`config.mk`:
```
export PLATFORM = sky130hd
export DESIGN_NAME = led_strap_ctrl
export DESIGN_NICKNAME = d
export VERILOG_FILES = /design/src/core/indicator_mux.v /design/src/core/led_strap_ctrl.v
export VERILOG_INCLUDE_DIRS = /design/src /design/src/shared
export SDC_FILE = /design/constraint.sdc
export NUM_CORES = 1
export LEC_CHECK = 0
export ABC_AREA = 1
export BUFFER_PORTS_ARGS = -buffer_cell sky130_fd_sc_hd__clkbuf_2
export CORE_ASPECT_RATIO = 0.9
export CORE_UTILIZATION = 61
export CTS_BUF_LIST = sky130_fd_sc_hd__clkbuf_4 sky130_fd_sc_hd__clkbuf_8
export CTS_CLUSTER_DIAMETER = 80
export CTS_CLUSTER_SIZE = 8
export DETAILED_ROUTE_END_ITERATION = 10
export GPL_TIMING_DRIVEN = 1
export MAX_ROUTING_LAYER = met4
export PLACE_DENSITY_LB_ADDON = 0.1
export RECOVER_POWER = 50
export SLEW_MARGIN = 25
export SYNTH_ARGS = -nofsm -noshare
export SYNTH_HDL_FRONTEND = slang
export SYNTH_HIERARCHICAL = 1
export SYNTH_SLANG_ARGS = --single-unit
export TNS_END_PERCENT = 10
```
`constraint.sdc`:
```
create_clock -name sys_clk -period 2.46 [get_ports sys_clk]
set_input_delay 0.246 -clock sys_clk [delete_from_list [all_inputs] [get_ports sys_clk]]
set_output_delay 0.246 -clock sys_clk [all_outputs]
set_load 0.05 [all_outputs]
```
`src/shared/led_strap_defs.vh`:
```
`ifndef LED_STRAP_DEFS_VH
`define LED_STRAP_DEFS_VH

// ==========================================================================
// Register offsets (byte addresses, one aligned word each)
`define REG_WAN_MISC_CTRL      8'h00
`define REG_SWITCH_CTRL0       8'h04
`define REG_STRAP_STATUS       8'h08
`define REG_SERIAL_CTRL        8'h0c
`define REG_PORT_STATUS        8'h10

// ==========================================================================
// Field positions
`define WAN_SEL0_LSB           0
`define WAN_SEL1_LSB           4
`define LAN_SEL0_LSB           25
`define LAN_SEL1_LSB           22
`define SEL_W                  3

// ==========================================================================
// Reset values
`define WAN_MISC_RESET         32'h00000000
`define SWITCH_CTRL0_RESET     32'h00000000
`define SERIAL_CTRL_RESET      2'h0

// ==========================================================================
// Indicator source codes
`define SRC_SPEED              3'h0
`define SRC_LINK               3'h1
`define SRC_DUPLEX             3'h2
`define SRC_COLLISION          3'h3
`define SRC_ACTIVITY           3'h4
`define SRC_FDX_COLLISION      3'h5
`define SRC_LINK_ACTIVITY      3'h6

// ==========================================================================
// Bank zero width codes
`define WIDTH_RESERVED         2'h0
`define WIDTH_BYTE             2'h1
`define WIDTH_HALF             2'h2
`define WIDTH_WORD             2'h3

// ==========================================================================
// Timing: least chip reset hold
`define RESET_HOLD_CYCLES      256

`endif

```
`src/core/indicator_mux.v`:
```
`timescale 1ns/10ps
`include "led_strap_defs.vh"

// ==========================================================================
// One indicator: picks one of seven status sources
module indicator_mux (
    input  wire       sys_clk,     // System clock
    input  wire       rst_n,       // Async reset, active low
    input  wire [2:0] sel,         // Source code
    input  wire [6:0] sources,     // Status sources, index equals code
    output reg        led_q        // Registered indicator level
);

    reg led_d;

    // Code 111 is undefined; drive the indicator off
    always @* begin
        if (sel == 3'h7) begin
            led_d = 1'b0;
        end else begin
            led_d = sources[sel];
        end
    end

    always @(posedge sys_clk or negedge rst_n) begin
        if (!rst_n) begin
            led_q <= 1'b0;
        end else begin
            led_q <= led_d;
        end
    end

endmodule // indicator_mux

```
`src/core/led_strap_ctrl.v`:
```
// Our own choices: the register offsets and the Wishbone register port.
`timescale 1ns/10ps
`include "led_strap_defs.vh"

// Summary of operation
// - WAN indicator zero source comes from WAN misc control bits 2..0.
// - WAN indicator one source comes from WAN misc control bits 6..4.
// - Codes 0..6: speed, link, duplex, collision, activity, fdx collision, link+act.
// - Each LAN port indicator zero source from switch control 0 bits 27..25.
// - Each LAN port indicator one source from switch control 0 bits 24..22.
// - During reset WAN indicator pins are inputs sampled as bank width code.
// - Width code 01 byte, 10 half-word, 11 word; 00 reserved.
// - Strapped width applies to memory bank zero, the boot bank.
// - Request-to-send pin sampled in reset as processor clock source strap.
// - In normal operation request-to-send is driven active low.
// - Terminal ready is active-low output; pin also a factory debug strap.
module led_strap_ctrl (
    input  wire        sys_clk,                  // 200 MHz system clock
    input  wire        rst_n,                    // Chip reset, async, active low
    // Wishbone classic slave
    input  wire        wb_cyc_i,                 // Bus cycle
    input  wire        wb_stb_i,                 // Strobe
    input  wire        wb_we_i,                  // Write enable
    input  wire [7:0]  wb_adr_i,                 // Byte address
    input  wire [3:0]  wb_sel_i,                 // Byte lanes
    input  wire [31:0] wb_dat_i,                 // Write data
    output reg  [31:0] wb_dat_o,                 // Read data
    output reg         wb_ack_o,                 // Acknowledge
    // Status sources: {link_act, fdx_col, act, col, duplex, link, speed}
    input  wire [6:0]  wan_status,               // WAN port status
    input  wire [27:0] lan_status,               // Four LAN ports, 7 bits each
    // WAN indicator pins, shared with bank width strap
    input  wire        wan_indicator_zero_i,     // Pin level in
    output wire        wan_indicator_zero_o,     // Pin drive
    output wire        wan_indicator_zero_oe,    // Pin drive enable
    input  wire        wan_indicator_one_i,      // Pin level in
    output wire        wan_indicator_one_o,      // Pin drive
    output wire        wan_indicator_one_oe,     // Pin drive enable
    // LAN indicators, bit n is port n+1
    output wire [3:0]  lan_indicator_zero,       // Indicator zero per port
    output wire [3:0]  lan_indicator_one,        // Indicator one per port
    // Serial modem-control pins
    input  wire        serial_request_to_send_i, // Pin level in
    output wire        serial_request_to_send_n, // Pin drive, active low
    output wire        serial_request_to_send_oe,// Pin drive enable
    input  wire        serial_terminal_ready_i,  // Pin level in
    output wire        serial_terminal_ready_n,  // Pin drive, active low
    output wire        serial_terminal_ready_oe, // Pin drive enable
    input  wire        serial_set_ready_n,       // Set ready, active low
    input  wire        serial_rts_req,           // Serial core asks to send
    input  wire        serial_dtr_req,           // Serial core terminal ready
    // Strap results
    output reg  [1:0]  bank0_width_q,            // Boot bank data width code
    output reg         bank0_width_bad_q,        // Reserved code strapped
    output reg         processor_clock_source_strap, // 0 selects PLL
    output reg         factory_debug_strap_n,    // Debug strap, active low
    output reg         serial_set_ready_q        // Set ready, synchronised, high true
);

    // ======================================================================
    // Registers
    reg [31:0] wan_misc_q;
    reg [31:0] switch_ctrl0_q;
    reg [1:0]  serial_ctrl_q;     // bit0 rts override, bit1 dtr override
    reg        out_en_q;          // Pins driven once out of reset
    reg [1:0]  sync_a_q;          // First stage, WAN strap pins
    reg [1:0]  sync_b_q;
    reg [1:0]  ser_a_q;           // First stage, serial strap pins
    reg [1:0]  ser_b_q;
    reg        dsr_a_q;
    reg        dsr_b_q;
    reg        rts_q;
    reg        dtr_q;

    // Merge a word under byte enables
    function [31:0] merge;
        input [31:0] old;
        input [31:0] upd;
        input [3:0]  sel;
        integer      i;
        begin
            merge = old;
            for (i = 0; i < 4; i = i + 1) begin
                if (sel[i]) begin
                    merge[i*8 +: 8] = upd[i*8 +: 8];
                end
            end
        end
    endfunction

    wire req = wb_cyc_i & wb_stb_i & ~wb_ack_o;
    wire wr  = req & wb_we_i;

    // ======================================================================
    // Wishbone slave: ack one cycle after the request, dropped next cycle
    always @(posedge sys_clk or negedge rst_n) begin
        if (!rst_n) begin
            wb_ack_o       <= 1'b0;
            wb_dat_o       <= 32'h00000000;
            wan_misc_q     <= `WAN_MISC_RESET;
            switch_ctrl0_q <= `SWITCH_CTRL0_RESET;
            serial_ctrl_q  <= `SERIAL_CTRL_RESET;
        end else begin
            wb_ack_o <= req;
            if (wr && wb_adr_i == `REG_WAN_MISC_CTRL) begin
                wan_misc_q <= merge(wan_misc_q, wb_dat_i, wb_sel_i);
            end
            if (wr && wb_adr_i == `REG_SWITCH_CTRL0) begin
                switch_ctrl0_q <= merge(switch_ctrl0_q, wb_dat_i, wb_sel_i);
            end
            if (wr && wb_adr_i == `REG_SERIAL_CTRL && wb_sel_i[0]) begin
                serial_ctrl_q <= wb_dat_i[1:0];
            end
            // Unmapped addresses read zero and ignore writes
            if (req && !wb_we_i) begin
                case (wb_adr_i)
                    `REG_WAN_MISC_CTRL: wb_dat_o <= wan_misc_q;
                    `REG_SWITCH_CTRL0:  wb_dat_o <= switch_ctrl0_q;
                    `REG_STRAP_STATUS:  wb_dat_o <= {26'h0, factory_debug_strap_n,
                                                     processor_clock_source_strap,
                                                     bank0_width_bad_q, 1'b0,
                                                     bank0_width_q};
                    `REG_SERIAL_CTRL:   wb_dat_o <= {30'h0, serial_ctrl_q};
                    `REG_PORT_STATUS:   wb_dat_o <= {3'h0, serial_set_ready_q,
                                                     lan_status};
                    default:            wb_dat_o <= 32'h00000000;
                endcase
            end
        end
    end

    // ======================================================================
    // Strap pin synchronisers; run through reset so straps are live then
    always @(posedge sys_clk) begin
        sync_a_q <= {wan_indicator_one_i, wan_indicator_zero_i};
        sync_b_q <= sync_a_q;
        ser_a_q  <= {serial_terminal_ready_i, serial_request_to_send_i};
        ser_b_q  <= ser_a_q;
        dsr_a_q  <= serial_set_ready_n;
        dsr_b_q  <= dsr_a_q;
    end

    // ======================================================================
    // Strap capture: tracks pins while reset holds, freezes at release.
    // Sync output lags the pins by two clocks, well inside the reset hold.
    always @(posedge sys_clk) begin
        if (!out_en_q) begin
            bank0_width_q                <= sync_b_q;
            bank0_width_bad_q            <= (sync_b_q == `WIDTH_RESERVED);
            processor_clock_source_strap <= ser_b_q[0];
            factory_debug_strap_n        <= ser_b_q[1];
        end
    end

    // Pins stay inputs until the first edge after reset release
    always @(posedge sys_clk or negedge rst_n) begin
        if (!rst_n) begin
            out_en_q <= 1'b0;
        end else begin
            out_en_q <= 1'b1;
        end
    end

    // ======================================================================
    // Serial modem control; request from core or register override
    always @(posedge sys_clk or negedge rst_n) begin
        if (!rst_n) begin
            rts_q              <= 1'b0;
            dtr_q              <= 1'b0;
            serial_set_ready_q <= 1'b0;
        end else begin
            rts_q              <= serial_rts_req | serial_ctrl_q[0];
            dtr_q              <= serial_dtr_req | serial_ctrl_q[1];
            serial_set_ready_q <= ~dsr_b_q;
        end
    end

    assign serial_request_to_send_n  = ~rts_q;
    assign serial_request_to_send_oe = out_en_q;
    assign serial_terminal_ready_n   = ~dtr_q;
    assign serial_terminal_ready_oe  = out_en_q;

    // ======================================================================
    // WAN indicators
    wire wan_led0;
    wire wan_led1;

    indicator_mux u_wan0 (
        .sys_clk (sys_clk),
        .rst_n   (rst_n),
        .sel     (wan_misc_q[`WAN_SEL0_LSB +: `SEL_W]),
        .sources (wan_status),
        .led_q   (wan_led0)
    );

    indicator_mux u_wan1 (
        .sys_clk (sys_clk),
        .rst_n   (rst_n),
        .sel     (wan_misc_q[`WAN_SEL1_LSB +: `SEL_W]),
        .sources (wan_status),
        .led_q   (wan_led1)
    );

    assign wan_indicator_zero_o  = wan_led0;
    assign wan_indicator_zero_oe = out_en_q;
    assign wan_indicator_one_o   = wan_led1;
    assign wan_indicator_one_oe  = out_en_q;

    // ======================================================================
    // LAN indicators, one pair per port, sharing the two select fields
    genvar p;
    generate
        for (p = 0; p < 4; p = p + 1) begin : g_lan
            indicator_mux u_l0 (
                .sys_clk (sys_clk),
                .rst_n   (rst_n),
                .sel     (switch_ctrl0_q[`LAN_SEL0_LSB +: `SEL_W]),
                .sources (lan_status[p*7 +: 7]),
                .led_q   (lan_indicator_zero[p])
            );
            indicator_mux u_l1 (
                .sys_clk (sys_clk),
                .rst_n   (rst_n),
                .sel     (switch_ctrl0_q[`LAN_SEL1_LSB +: `SEL_W]),
                .sources (lan_status[p*7 +: 7]),
                .led_q   (lan_indicator_one[p])
            );
        end
    endgenerate

endmodule // led_strap_ctrl

```
==> results of run 1 <==
[final cells by class]
class / count / area, um^2
Tap cell: 129 / 161.4
Timing Repair Buffer: 160 / 843.3
Clock inverter: 15 / 158.9
Inverter: 150 / 570.5
Multi-Input combinational cell: 568 / 2524
Clock buffer: 17 / 234.0
Fill cell: 871 / 2621
Sequential cell: 128 / 3178
[where the power goes]
part	leakage (nW)	switching, mW	internal [mW]
registers	1.65	0.0231	2.15
logic	2.59	0.307	0.125
clock network	0.183	0.890	0.908
[stage by stage]
stage	util (%)	instance area (um^2)	setup slack (ns)
2_1_floorplan	-	6471	0.8231
3_3_place_gp	70.18	7222	0.7503
3_5_place_dp	70.18	7222	0.7058
4_1_cts	74.77	7695	0.7277
5_1_grt	74.53	7670	0.6022
6_report	74.53	7670	0.7936
[state kept, by name (all words and copies together) (netlist names), 2 cells and up]
name / cells
bank0_width_q: 2
ser_b_q: 2
sync_b_q: 2
sync_a_q: 2
wb_dat_o: 32
serial_ctrl_q: 2
ser_a_q: 2
switch_ctrl0_q: 32
wan_misc_q: 32
g_lan.u_l1/led_q: 4
g_lan.u_l0/led_q: 4
[per-layer routing]
layer  routed length, um  up-vias  track usage (%)
li1                    -     2955                -
met1                7055     2767            42.98
met2                7356      251            48.64
met3                1169       31            6.703
met4                 237        0            10.26
met5                   0        -                -
[cell families (layout without fill, tap and decap cells)]
group	Yosys count	in the layout
buffers and inverters	175	342
flip-flops	128	128
other	1	1
AND/OR/NAND/NOR	496	496
AO/OA/AOI/OAI	71	71
[worst paths after layout]
kind / startpoint / endpoint / cells past startpoint
hold reg to reg: sync_a_q[1]$_DFF_P_ / sync_b_q[1]$_DFF_P_ / 0
min in group asynchronous: rst_n / u_wan1/led_q$_DFF_PN0_ / 2
setup reg to reg: wb_ack_o$_DFF_PN0_ / switch_ctrl0_q[26]$_DFFE_PN0P_ / 6
max in group asynchronous: rst_n / wan_misc_q[15]$_DFFE_PN0P_ / 3
hold / removal: wb_dat_i[16] / switch_ctrl0_q[16]$_DFFE_PN0P_ / 3
setup / recovery: wb_ack_o$_DFF_PN0_ / switch_ctrl0_q[26]$_DFFE_PN0P_ / 6
[repair_timing]
item / in CTS / in global routing
endpoints found under the hold margin: 37 / 1
hold buffers: 8 / 1
setup endpoints to repair: 0 / 0
[synth_stat cells, types with 3 or more instances]
library cell	count
a21oi_1	6
buf_4	9
buf_6	9
clkbuf_1	6
dfrtp_1	113
dfxtp_1	10
edfxtp_1	5
inv_1	138
inv_2	11
nand2_1	374
nand2_2	3
nand3_1	80
nand3_4	5
nand4_1	5
nor2_1	16
nor2_4	5
o21ai_0	44
o21ai_1	19
[worst max-delay path, stage by stage, from the launching register on]
cell     delay, ns
dfrtp_1       0.38
nor2_1        0.10
nand2_1       0.16
nor2_8        0.32
nand2_8       0.18
o21ai_0       0.28
nand2_1       0.10
==> reports/metrics.csv, run 1 <==
metric,value,unit
Seq cells post-synth,128,
DRT Wirelength,15820,um
largest net degree at the start of global routing,42,
# setup viols final,0,
multiplexer area fraction after synthesis,0,%
Post-route DRC,0,
via count,6004,
Setup CP Type,flip-flop to flip-flop,
first-pass GRT wire length,26800,um
clock sink total,128,
Setup TNS Final,0,ns
relative slew slack,31.61,%
antenna violations before repair,0,
Setup crit start kind,flip-flop,
"Net Count, Synth",962,
# Max-Cap Violations,0,
most frequent cells in the layout,"375 x nand2_1, 139 x inv_1, 134 x clkbuf_2",
"most common cell after layout, fill and taps aside",nand2_1,
number of global-route vias before repair,5569,
WL per Instance,13.55,um
Placed Cells,1126,
synthesized-area fraction occupied by xor and xnor cells,0,%
Overflow after GRT,0,
R2R setup slack,0.79,ns
CTS tree,done,
Peak VDD IR,0.5995,mV
CP max FO,24,
fin crit share,67.74,%
vias per cell,5.145,
largest family of logic cells by synthesized area,simple AND/OR/NAND/NOR gates,
Final Hold Fails,0,
sequential cell area fraction in the yosys report,49.11,%
Mapped Area,0.006471,mm^2
area share of fa/ha/maj cells after synthesis,0,%
WHS,0.02950,ns
Fmax,600.1,MHz
crit end category,flip-flop,
"EDFF count, synth",5,
Die Height,99.71,um
Clock Path Buffers,2,
"Avg Cell Area, Syn",7.430,um^2
Ports,146,
nets@finish,1116,
status,completed,
largest cells by area after synthesis,"dfrtp_1 44%, nand2_1 22%, inv_1 8.0%",
Std-Cell Rows,35,
CTS resizes,0,
GRT Total Usage,31.88,%
final antenna-violating net count,0,
H-tree depth,4,
Hold/Removal Path Class,primary input to flip-flop,
# diodes,0,
Tot Pwr,4.407,mW
Least-Margin Pin Slew,1.026,ns
Compound-Gate Fraction of Synth Area,5.530,%
ys flop type,dfrtp_1,
Pins Over Slew Limit,0,
DP HPWL,11190,um
Pwr Density,574.6,mW/mm^2
RSZ-0062 raised after global routing,no,
Netlist cell types,28,
Critical Path AT,1.97,ns
Synth Warn #,6,
drt first pass iters,5,
LEAKAGE,4.419,nW
initial drt markers,445,
Port Buf Inserts,145,
die area,0.01102,mm^2
Synth area leader,dfrtp_1,
Initial Utilization,62.88,%
Yosys top cell area share,43.70,%
Die Width,110.6,um
Cells after Synth,871,
clock-pin slew of the registers on the worst-case setup and hold paths,0.08,ns
async set-or-reset flop fraction in the synthesized netlist,88.28,%
Final Critical Period,1.666,ns
core area,0.01029,mm^2
Worst Skew,0.008331,ns
Post-CTS Setup Repair Bufs,0,
clk root buf,clkbuf_8,
share of cells above drive strength 1,19.36,%
Finished Layout Cells,1167,
area grow syn2layout,18.52,%
GP Congestion,0.8667,
Post-Synth Simple-Gate Area,33.45,%
Skew-Pair Late Insertion Delay,0.43,ns
Num CTS Buffers,17,
Crit path required time,2.76,ns
(Power assumes the default switching activity.)
==> run 2, diff against run 1 <==
--- a/config.mk
+++ b/config.mk
@@ -9,7 +9,7 @@
 export ABC_AREA = 1
 export BUFFER_PORTS_ARGS = -buffer_cell sky130_fd_sc_hd__clkbuf_2
 export CORE_ASPECT_RATIO = 0.9
-export CORE_UTILIZATION = 61
+export CORE_UTILIZATION = 51
 export CTS_BUF_LIST = sky130_fd_sc_hd__clkbuf_4 sky130_fd_sc_hd__clkbuf_8
 export CTS_CLUSTER_DIAMETER = 80
 export CTS_CLUSTER_SIZE = 8
==> constraint.sdc (replaced) <==
create_clock -name sys_clk -period 1.4 [get_ports sys_clk]
set_input_delay 0.14 -clock sys_clk [delete_from_list [all_inputs] [get_ports sys_clk]]
set_output_delay 0.14 -clock sys_clk [all_outputs]
set_load 0.05 [all_outputs]
==> reports/metrics.csv, run 2 (synthesis gave the netlist of run 1 again) <==
metric,value,unit,change
Die Width,120.7,um,+9.2%
Place WS,-0.04725,ns,-0.7530 ns
Std-Cell Rows,38,,+8.6%
Setup TNS Final,-0.05875,ns,-0.05875 ns
GRT Total Usage,28.93,%,-2.9 points
Pwr Density,917.8,mW/mm^2,+60%
Final Hold Fails,0,,unchanged
Critical Path AT,1.74,ns,-0.23 ns
crit end category,flip-flop,,
Hold Crit Start,lan_status[22],,
largest registers,"switch_ctrl0_q (32), wan_misc_q (32), wb_dat_o (32)",,
CP max FO,12,,-50%
drt first pass iters,5,,unchanged
Least-Margin Pin Slew,0.5535,ns,-0.4724 ns
CP cell instances,nor2_2 > nand2_2 > nor2_8 > nand2_8 > buf_4 > o21ai_1 > nand2_1,,
Fmax,708.0,MHz,+18%
nets@finish,1174,,+5.2%
Hold/Removal Path Class,primary input to flip-flop,,
clock sink total,128,,unchanged
"most common cell after layout, fill and taps aside",nand2_1,,
Skew-Pair Late Insertion Delay,0.45,ns,+0.02 ns
die area,0.01314,mm^2,+19%
worst stage delay on the critical path,0.41,ns,+0.03 ns
area grow syn2layout,29.23,%,
clk root buf,clkbuf_8,,
Die Height,108.9,um,+9.2%
Crit path required time,1.73,ns,-1.03 ns
initial drt markers,399,,-10%
Setup crit start kind,flip-flop,,
Final Critical Period,1.412,ns,-0.2539 ns
GP Congestion,0.8111,,-6.4%
relative slew slack,63.10,%,+31 points
Clock Path Buffers,2,,unchanged
failing checks,setup timing,,
DRT Wirelength,16960,um,+7.2%
via count,6044,,+0.67%
RSZ-0062 raised after global routing,yes,,
# diodes,0,,unchanged
final antenna-violating net count,0,,unchanged
DP HPWL,11640,um,+4.0%
antenna violations before repair,0,,unchanged
clock-pin slew of the registers on the worst-case setup and hold paths,0.08,ns,about the same
WL per Instance,13.51,um,-0.29%
Worst Skew,0.01820,ns,+0.009873 ns
Peak VDD IR,0.5554,mV,-7.3%
Overflow after GRT,0,,unchanged
core area,0.01222,mm^2,+19%
CTS tree,done,,
status,"complete, but fails checks",,
fin crit share,100.9,%,+33 points
LEAKAGE,4.736,nW,+7.2%
first-pass GRT wire length,28170,um,+5.1%
H-tree depth,4,,unchanged
Critical Path Start,wb_ack_o$_DFF_PN0_,,
most frequent cells in the layout,"372 x nand2_1, 144 x clkbuf_2, 138 x inv_1",,
# Max-Cap Violations,0,,unchanged
Setup CP Type,flip-flop to flip-flop,,
Post-route DRC,0,,unchanged
Port Buf Inserts,145,,unchanged
Initial Utilization,52.96,%,-9.9 points
largest net degree at the start of global routing,42,,unchanged
vias per cell,4.816,,-6.4%
number of global-route vias before repair,5796,,+4.1%
Num CTS Buffers,17,,unchanged
CP max stage cell,dfrtp_2,,
launching point of the worst reg2reg path,wb_ack_o$_DFF_PN0_,,
final worst slack,-0.01248,ns,-0.8061 ns
Pins Over Slew Limit,0,,unchanged
fillers,1089,,+25%
final core occ,68.44,%,-6.1 points
share of cells above drive strength 1,22.83,%,+3.5 points
Ports,146,,unchanged
# setup viols final,8,,+8
-- run 2: cell count changes in the layout (fill, tap and decap cells not counted), moves of 5 or more --
cell,previous run,this run
o21ai_1,19,34
clkinvlp_4,5,0
clkbuf_2,134,144
clkbuf_4,0,7
clkbuf_1,12,0
o21ai_0,44,26
buf_4,5,21
buf_12,0,6
dlygate4sd3_1,9,40
-- run 2: timing repair --
action | 4_1_cts | 5_1_grt
hold buffers | 40 | 0
endpoints found under the hold margin | 182 | 0
cloned | 5 | 0
pin swaps | 9 | 9
gates resized for setup | 11 | 12
setup buffers | 2 | 1
setup endpoints to repair | 46 | 97
-- run 2: path summary, 6_finish.rpt --
path | endpoint | slack, ns | cells past startpoint
setup reg to reg | switch_ctrl0_q[17]$_DFFE_PN0P_ | -0.01 | 7
hold reg to reg | ser_b_q[0]$_DFF_P_ | 0.32 | 0
min in group asynchronous | wan_misc_q[7]$_DFFE_PN0P_ | 0.10 | 2
max in group asynchronous | wan_misc_q[31]$_DFFE_PN0P_ | 0.44 | 3
setup / recovery | switch_ctrl0_q[17]$_DFFE_PN0P_ | -0.01 | 7
hold / removal | wb_dat_o[22]$_DFFE_PN0P_ | 0.04 | 5
-- run 2: critical path: cells and delay by family, from the launching register on --
| kind | cells | cell delay [ns] |
|---|---|---|
| buf+inv | 1 | 0.17 |
| simple gates | 5 | 0.58 |
| flops | 1 | 0.41 |
| compound gates | 1 | 0.13 |
-- run 2: stage by stage --
step	hold WS [ns]	power (mW)	cells	cell area, um^2
final	0.03873	7.676	1255	8363
after global placement	0.04045	4.676	1176	7482
after CTS	0.02000	7.744	1254	8359
after global routing	0.04332	7.992	1255	8363
after detailed placement	0.04272	4.681	1176	7482
after floorplan	-0.1556	4.292	871	6475
-- run 2: power by group --
group,internal [mW],leakage (nW),switching [mW]
registers,3.79,1.65,0.0379
clock network,1.57,0.197,1.40
logic,0.309,2.89,0.571
total,5.67,4.74,2.01
-- run 2: metal layers --
metal	part of all wire, %	wire [um]	GRT usage, %	vias up
met5	0	0	-	-
met1	45	7655	37.17	2730
met3	5.4	921	4.812	22
met4	1.6	272	10.23	0
li1	-	-	-	3082
met2	48	8112	46.67	210
-- run 2: final cells by class --
type                            instances  area (um^2)  share of cell area (%)
Clock buffer                           24        299.0                   3.576
Clock inverter                          7        63.81                  0.7630
Inverter                              150        570.5                   6.822
Multi-Input combinational cell        573         2636                   31.52
Sequential cell                       128         3179                   38.02
Tap cell                              160        200.2                   2.394
Timing Repair Buffer                  213         1414                   16.91
==> run 3, diff against run 2 <==
--- a/config.mk
+++ b/config.mk
@@ -6,10 +6,9 @@
 export SDC_FILE = /design/constraint.sdc
 export NUM_CORES = 1
 export LEC_CHECK = 0
-export ABC_AREA = 1
 export BUFFER_PORTS_ARGS = -buffer_cell sky130_fd_sc_hd__clkbuf_2
 export CORE_ASPECT_RATIO = 0.9
-export CORE_UTILIZATION = 51
+export CORE_UTILIZATION = 50
 export CTS_BUF_LIST = sky130_fd_sc_hd__clkbuf_4 sky130_fd_sc_hd__clkbuf_8
 export CTS_CLUSTER_DIAMETER = 80
 export CTS_CLUSTER_SIZE = 8
==> reports/metrics.csv, run 3 <==
metric,value,unit,change
CP max FO,8,,-4
largest net degree at the start of global routing,35,,-17%
Std-Cell Rows,37,,-2.6%
CTS tree,done,,
launching point of the worst reg2reg path,wb_ack_o$_DFF_PN0_,,
area grow syn2layout,34.84,%,
Pwr Density,991.1,mW/mm^2,+8.0%
LEAKAGE,3.910,nW,-17%
RSZ-0062 raised after global routing,yes,,
Post-Place Cell Area,0.007174,mm^2,-4.1%
largest registers,"switch_ctrl0_q (32), wan_misc_q (32), wb_dat_o (32)",,
Seq cells post-synth,128,,unchanged
"Net Count, Synth",528,,-45%
Cells after Synth,437,,-50%
"most common cell after layout, fill and taps aside",clkbuf_2,,
relative slew slack,58.94,%,-4.2 points
drt first pass iters,4,,-1
number of global-route vias before repair,4740,,-18%
Post-route DRC,0,,unchanged
nets@finish,749,,-36%
ys flop type,dfrtp_1,,
FF-to-FF path depth,4,,-3
Critical Path Start,wb_ack_o$_DFF_PN0_,,
GP Congestion,0.8521,,+5.1%
Ports,146,,unchanged
final antenna-violating net count,0,,unchanged
via count,4443,,-26%
fillers,849,,-22%
Synth Warn #,6,,unchanged
async set-or-reset flop fraction in the synthesized netlist,88.28,%,unchanged
Tot Pwr,8.043,mW,+4.8%
clk root buf,clkbuf_8,,
Port Buf Inserts,145,,unchanged
Worst Skew,0.01165,ns,-0.006554 ns
final instance area,0.008115,mm^2,-3.0%
Critical Path AT,1.83,ns,+0.09 ns
status,"complete, but fails checks",,
WL per Instance,18.65,um,+38%
Netlist cell types,43,,+54%
first-pass GRT wire length,24820,um,-12%
# diodes,0,,unchanged
fin crit share,107.5,%,+6.6 points
Die Width,117.6,um,-2.6%
R2R setup slack,-0.10,ns,-0.09 ns
vias per cell,5.372,,+12%
most frequent cells in the layout,"144 x clkbuf_2, 111 x dfrtp_1, 44 x mux2_2",,
share of cells above drive strength 1,48.88,%,+26 points
GRT Total Usage,27.38,%,-1.6 points
H-tree depth,4,,unchanged
most common cell in the netlist,dfrtp_1,,
# Max-Cap Violations,0,,unchanged
Overflow after GRT,0,,unchanged
Final Critical Period,1.505,ns,+0.09219 ns
Yosys top cell area share,46.99,%,+3.3 points
Least-Margin Pin Slew,0.6158,ns,+0.06235 ns
"Avg Cell Area, Syn",13.77,um^2,+85%
final worst slack,-0.1047,ns,-0.09219 ns
Die Height,106.1,um,-2.6%
"EDFF count, synth",5,,unchanged
crit end category,flip-flop,,
sequential cell area fraction in the yosys report,52.81,%,+3.7 points
Crit path required time,1.72,ns,about the same
Initial Utilization,52.00,%,-0.96 points
die area,0.01248,mm^2,-5.1%
initial drt markers,245,,-39%
Num CTS Buffers,17,,unchanged
# setup viols final,62,,+54
antenna violations before repair,0,,unchanged
Pins Over Slew Limit,0,,unchanged
Hold/Removal Path Class,primary input to flip-flop,,
Peak VDD IR,0.8370,mV,+51%
Post-synth top cells,"113 x dfrtp_1, 48 x mux2_2, 40 x mux2i_1",,
clock-pin slew of the registers on the worst-case setup and hold paths,0.07,ns,about the same
Setup CP Type,flip-flop to flip-flop,,
Mapped Area,0.006018,mm^2,-7.0%
largest cells by area after synthesis,"dfrtp_1 47%, mux2_2 9.0%, mux2i_1 6.7%",,
Final Hold Fails,0,,unchanged
DP HPWL,10670,um,-8.3%
crit path capture,wan_misc_q[11]$_DFFE_PN0P_,,
Synth area leader,dfrtp_1,,
Reg-to-Reg End,wan_misc_q[11]$_DFFE_PN0P_,,
Setup crit start kind,flip-flop,,
failing checks,setup timing,,
Fmax,664.6,MHz,-6.1%
Skew-Pair Late Insertion Delay,0.44,ns,about the same
clock sink total,128,,unchanged
core area,0.01157,mm^2,-5.3%
DRT Wirelength,15420,um,-9.1%
Clock Path Buffers,2,,unchanged
[run 3: cell types whose count changed after synthesis, moves of 10 or more]
cell and delta:
mux4_2 +10, o21ai_0 -12, mux2_4 +24, mux2_2 +48, mux2i_1 +40, nand3b_1 +10, nor2_1 -15, a2bb2oi_1 +24
nand2_1 -339, inv_1 -134, inv_2 -11, nand3_1 -80
[run 3: per-layer routing]
| layer | GRT usage, % | share of wire, % | wire length, um |
|---|---|---|---|
| met1 | 34.22 | 44 | 6783 |
| met2 | 43.57 | 49 | 7489 |
| met3 | 6.921 | 5.9 | 907 |
| met4 | 9.524 | 1.6 | 243 |
| met5 | - | 0 | 0 |
[run 3: logic make-up (layout without fill, tap and decap cells)]
family | after synthesis | count (layout) | synth area share (%)
other | 1 | 1 | 0.06231
DFF | 128 | 128 | 52.81
muxes | 130 | 130 | 26.86
buffers and inverters | 27 | 260 | 2.911
AOI/OAI and AO/OA | 72 | 73 | 7.900
and+or+nand+nor | 79 | 79 | 9.460
[run 3: timing repair]
action / CTS / global route
hold buffers: 40 / 0
setup buffers: 0 / 3
gates resized for setup: 18 / 24
hold endpoints to repair: 186 / 0
pin swaps: 9 / 13
gates cloned: 1 / 0
endpoints found under the setup margin: 81 / 91
[run 3: worst min path at each step]
stage                                     endpoint  slack, ns  depth (start not counted)          start
after floorplan                    dtr_q$_DFF_PN0_      -0.16                          0          rst_n
after global placement    wb_dat_o[12]$_DFFE_PN0P_       0.09                          1          rst_n
after detailed placement  wb_dat_o[11]$_DFFE_PN0P_       0.09                          1          rst_n
after CTS                   u_wan0/led_q$_DFF_PN0_       0.07                          4  wan_status[3]
after global routing       wb_dat_o[3]$_DFFE_PN0P_       0.09                          4  lan_status[3]
final                       u_wan0/led_q$_DFF_PN0_       0.10                          4  wan_status[3]
[run 3: worst max-delay path: stages (launching register included)]
cell and delay [ns]:
dfrtp_2 0.43, buf_12 0.13, nor2_8 0.17, and3_4 0.33
mux2_4 0.32
[run 3: cell type report]
| type | count | area (um^2) | area share [%] |
|---|---|---|---|
| Sequential cell | 128 | 3181 | 39.19 |
| Multi-Input combinational cell | 283 | 2765 | 34.07 |
| Timing Repair Buffer | 224 | 1536 | 18.93 |
| Clock buffer | 19 | 255.2 | 3.145 |
| Tap cell | 156 | 195.2 | 2.405 |
| Clock inverter | 13 | 167.7 | 2.066 |
| Inverter | 4 | 15.01 | 0.1850 |
[run 3: stage by stage]
step                      hold slack [ns]  setup TNS [ns]  util [%]  std cells  setup WS [ns]
after global routing              0.08719          -7.635     70.12        827        -0.1534
final                              0.1020          -4.296     70.12        827        -0.1047
after global placement            0.08746          -18.07     61.99        751        -0.2742
after CTS                         0.07439          -1.798     69.38        824       -0.09837
after detailed placement          0.08669          -20.08     61.99        751        -0.3054
after floorplan                   -0.1556          -9.476         -        437        -0.1795
[run 3: where the power goes]
group | leakage, nW | internal, mW | total [mW] | switching, mW
combinational | 2.01 | 0.375 | 0.834 | 0.459
clock | 0.222 | 1.98 | 3.40 | 1.43
sequential | 1.68 | 3.77 | 3.80 | 0.0298
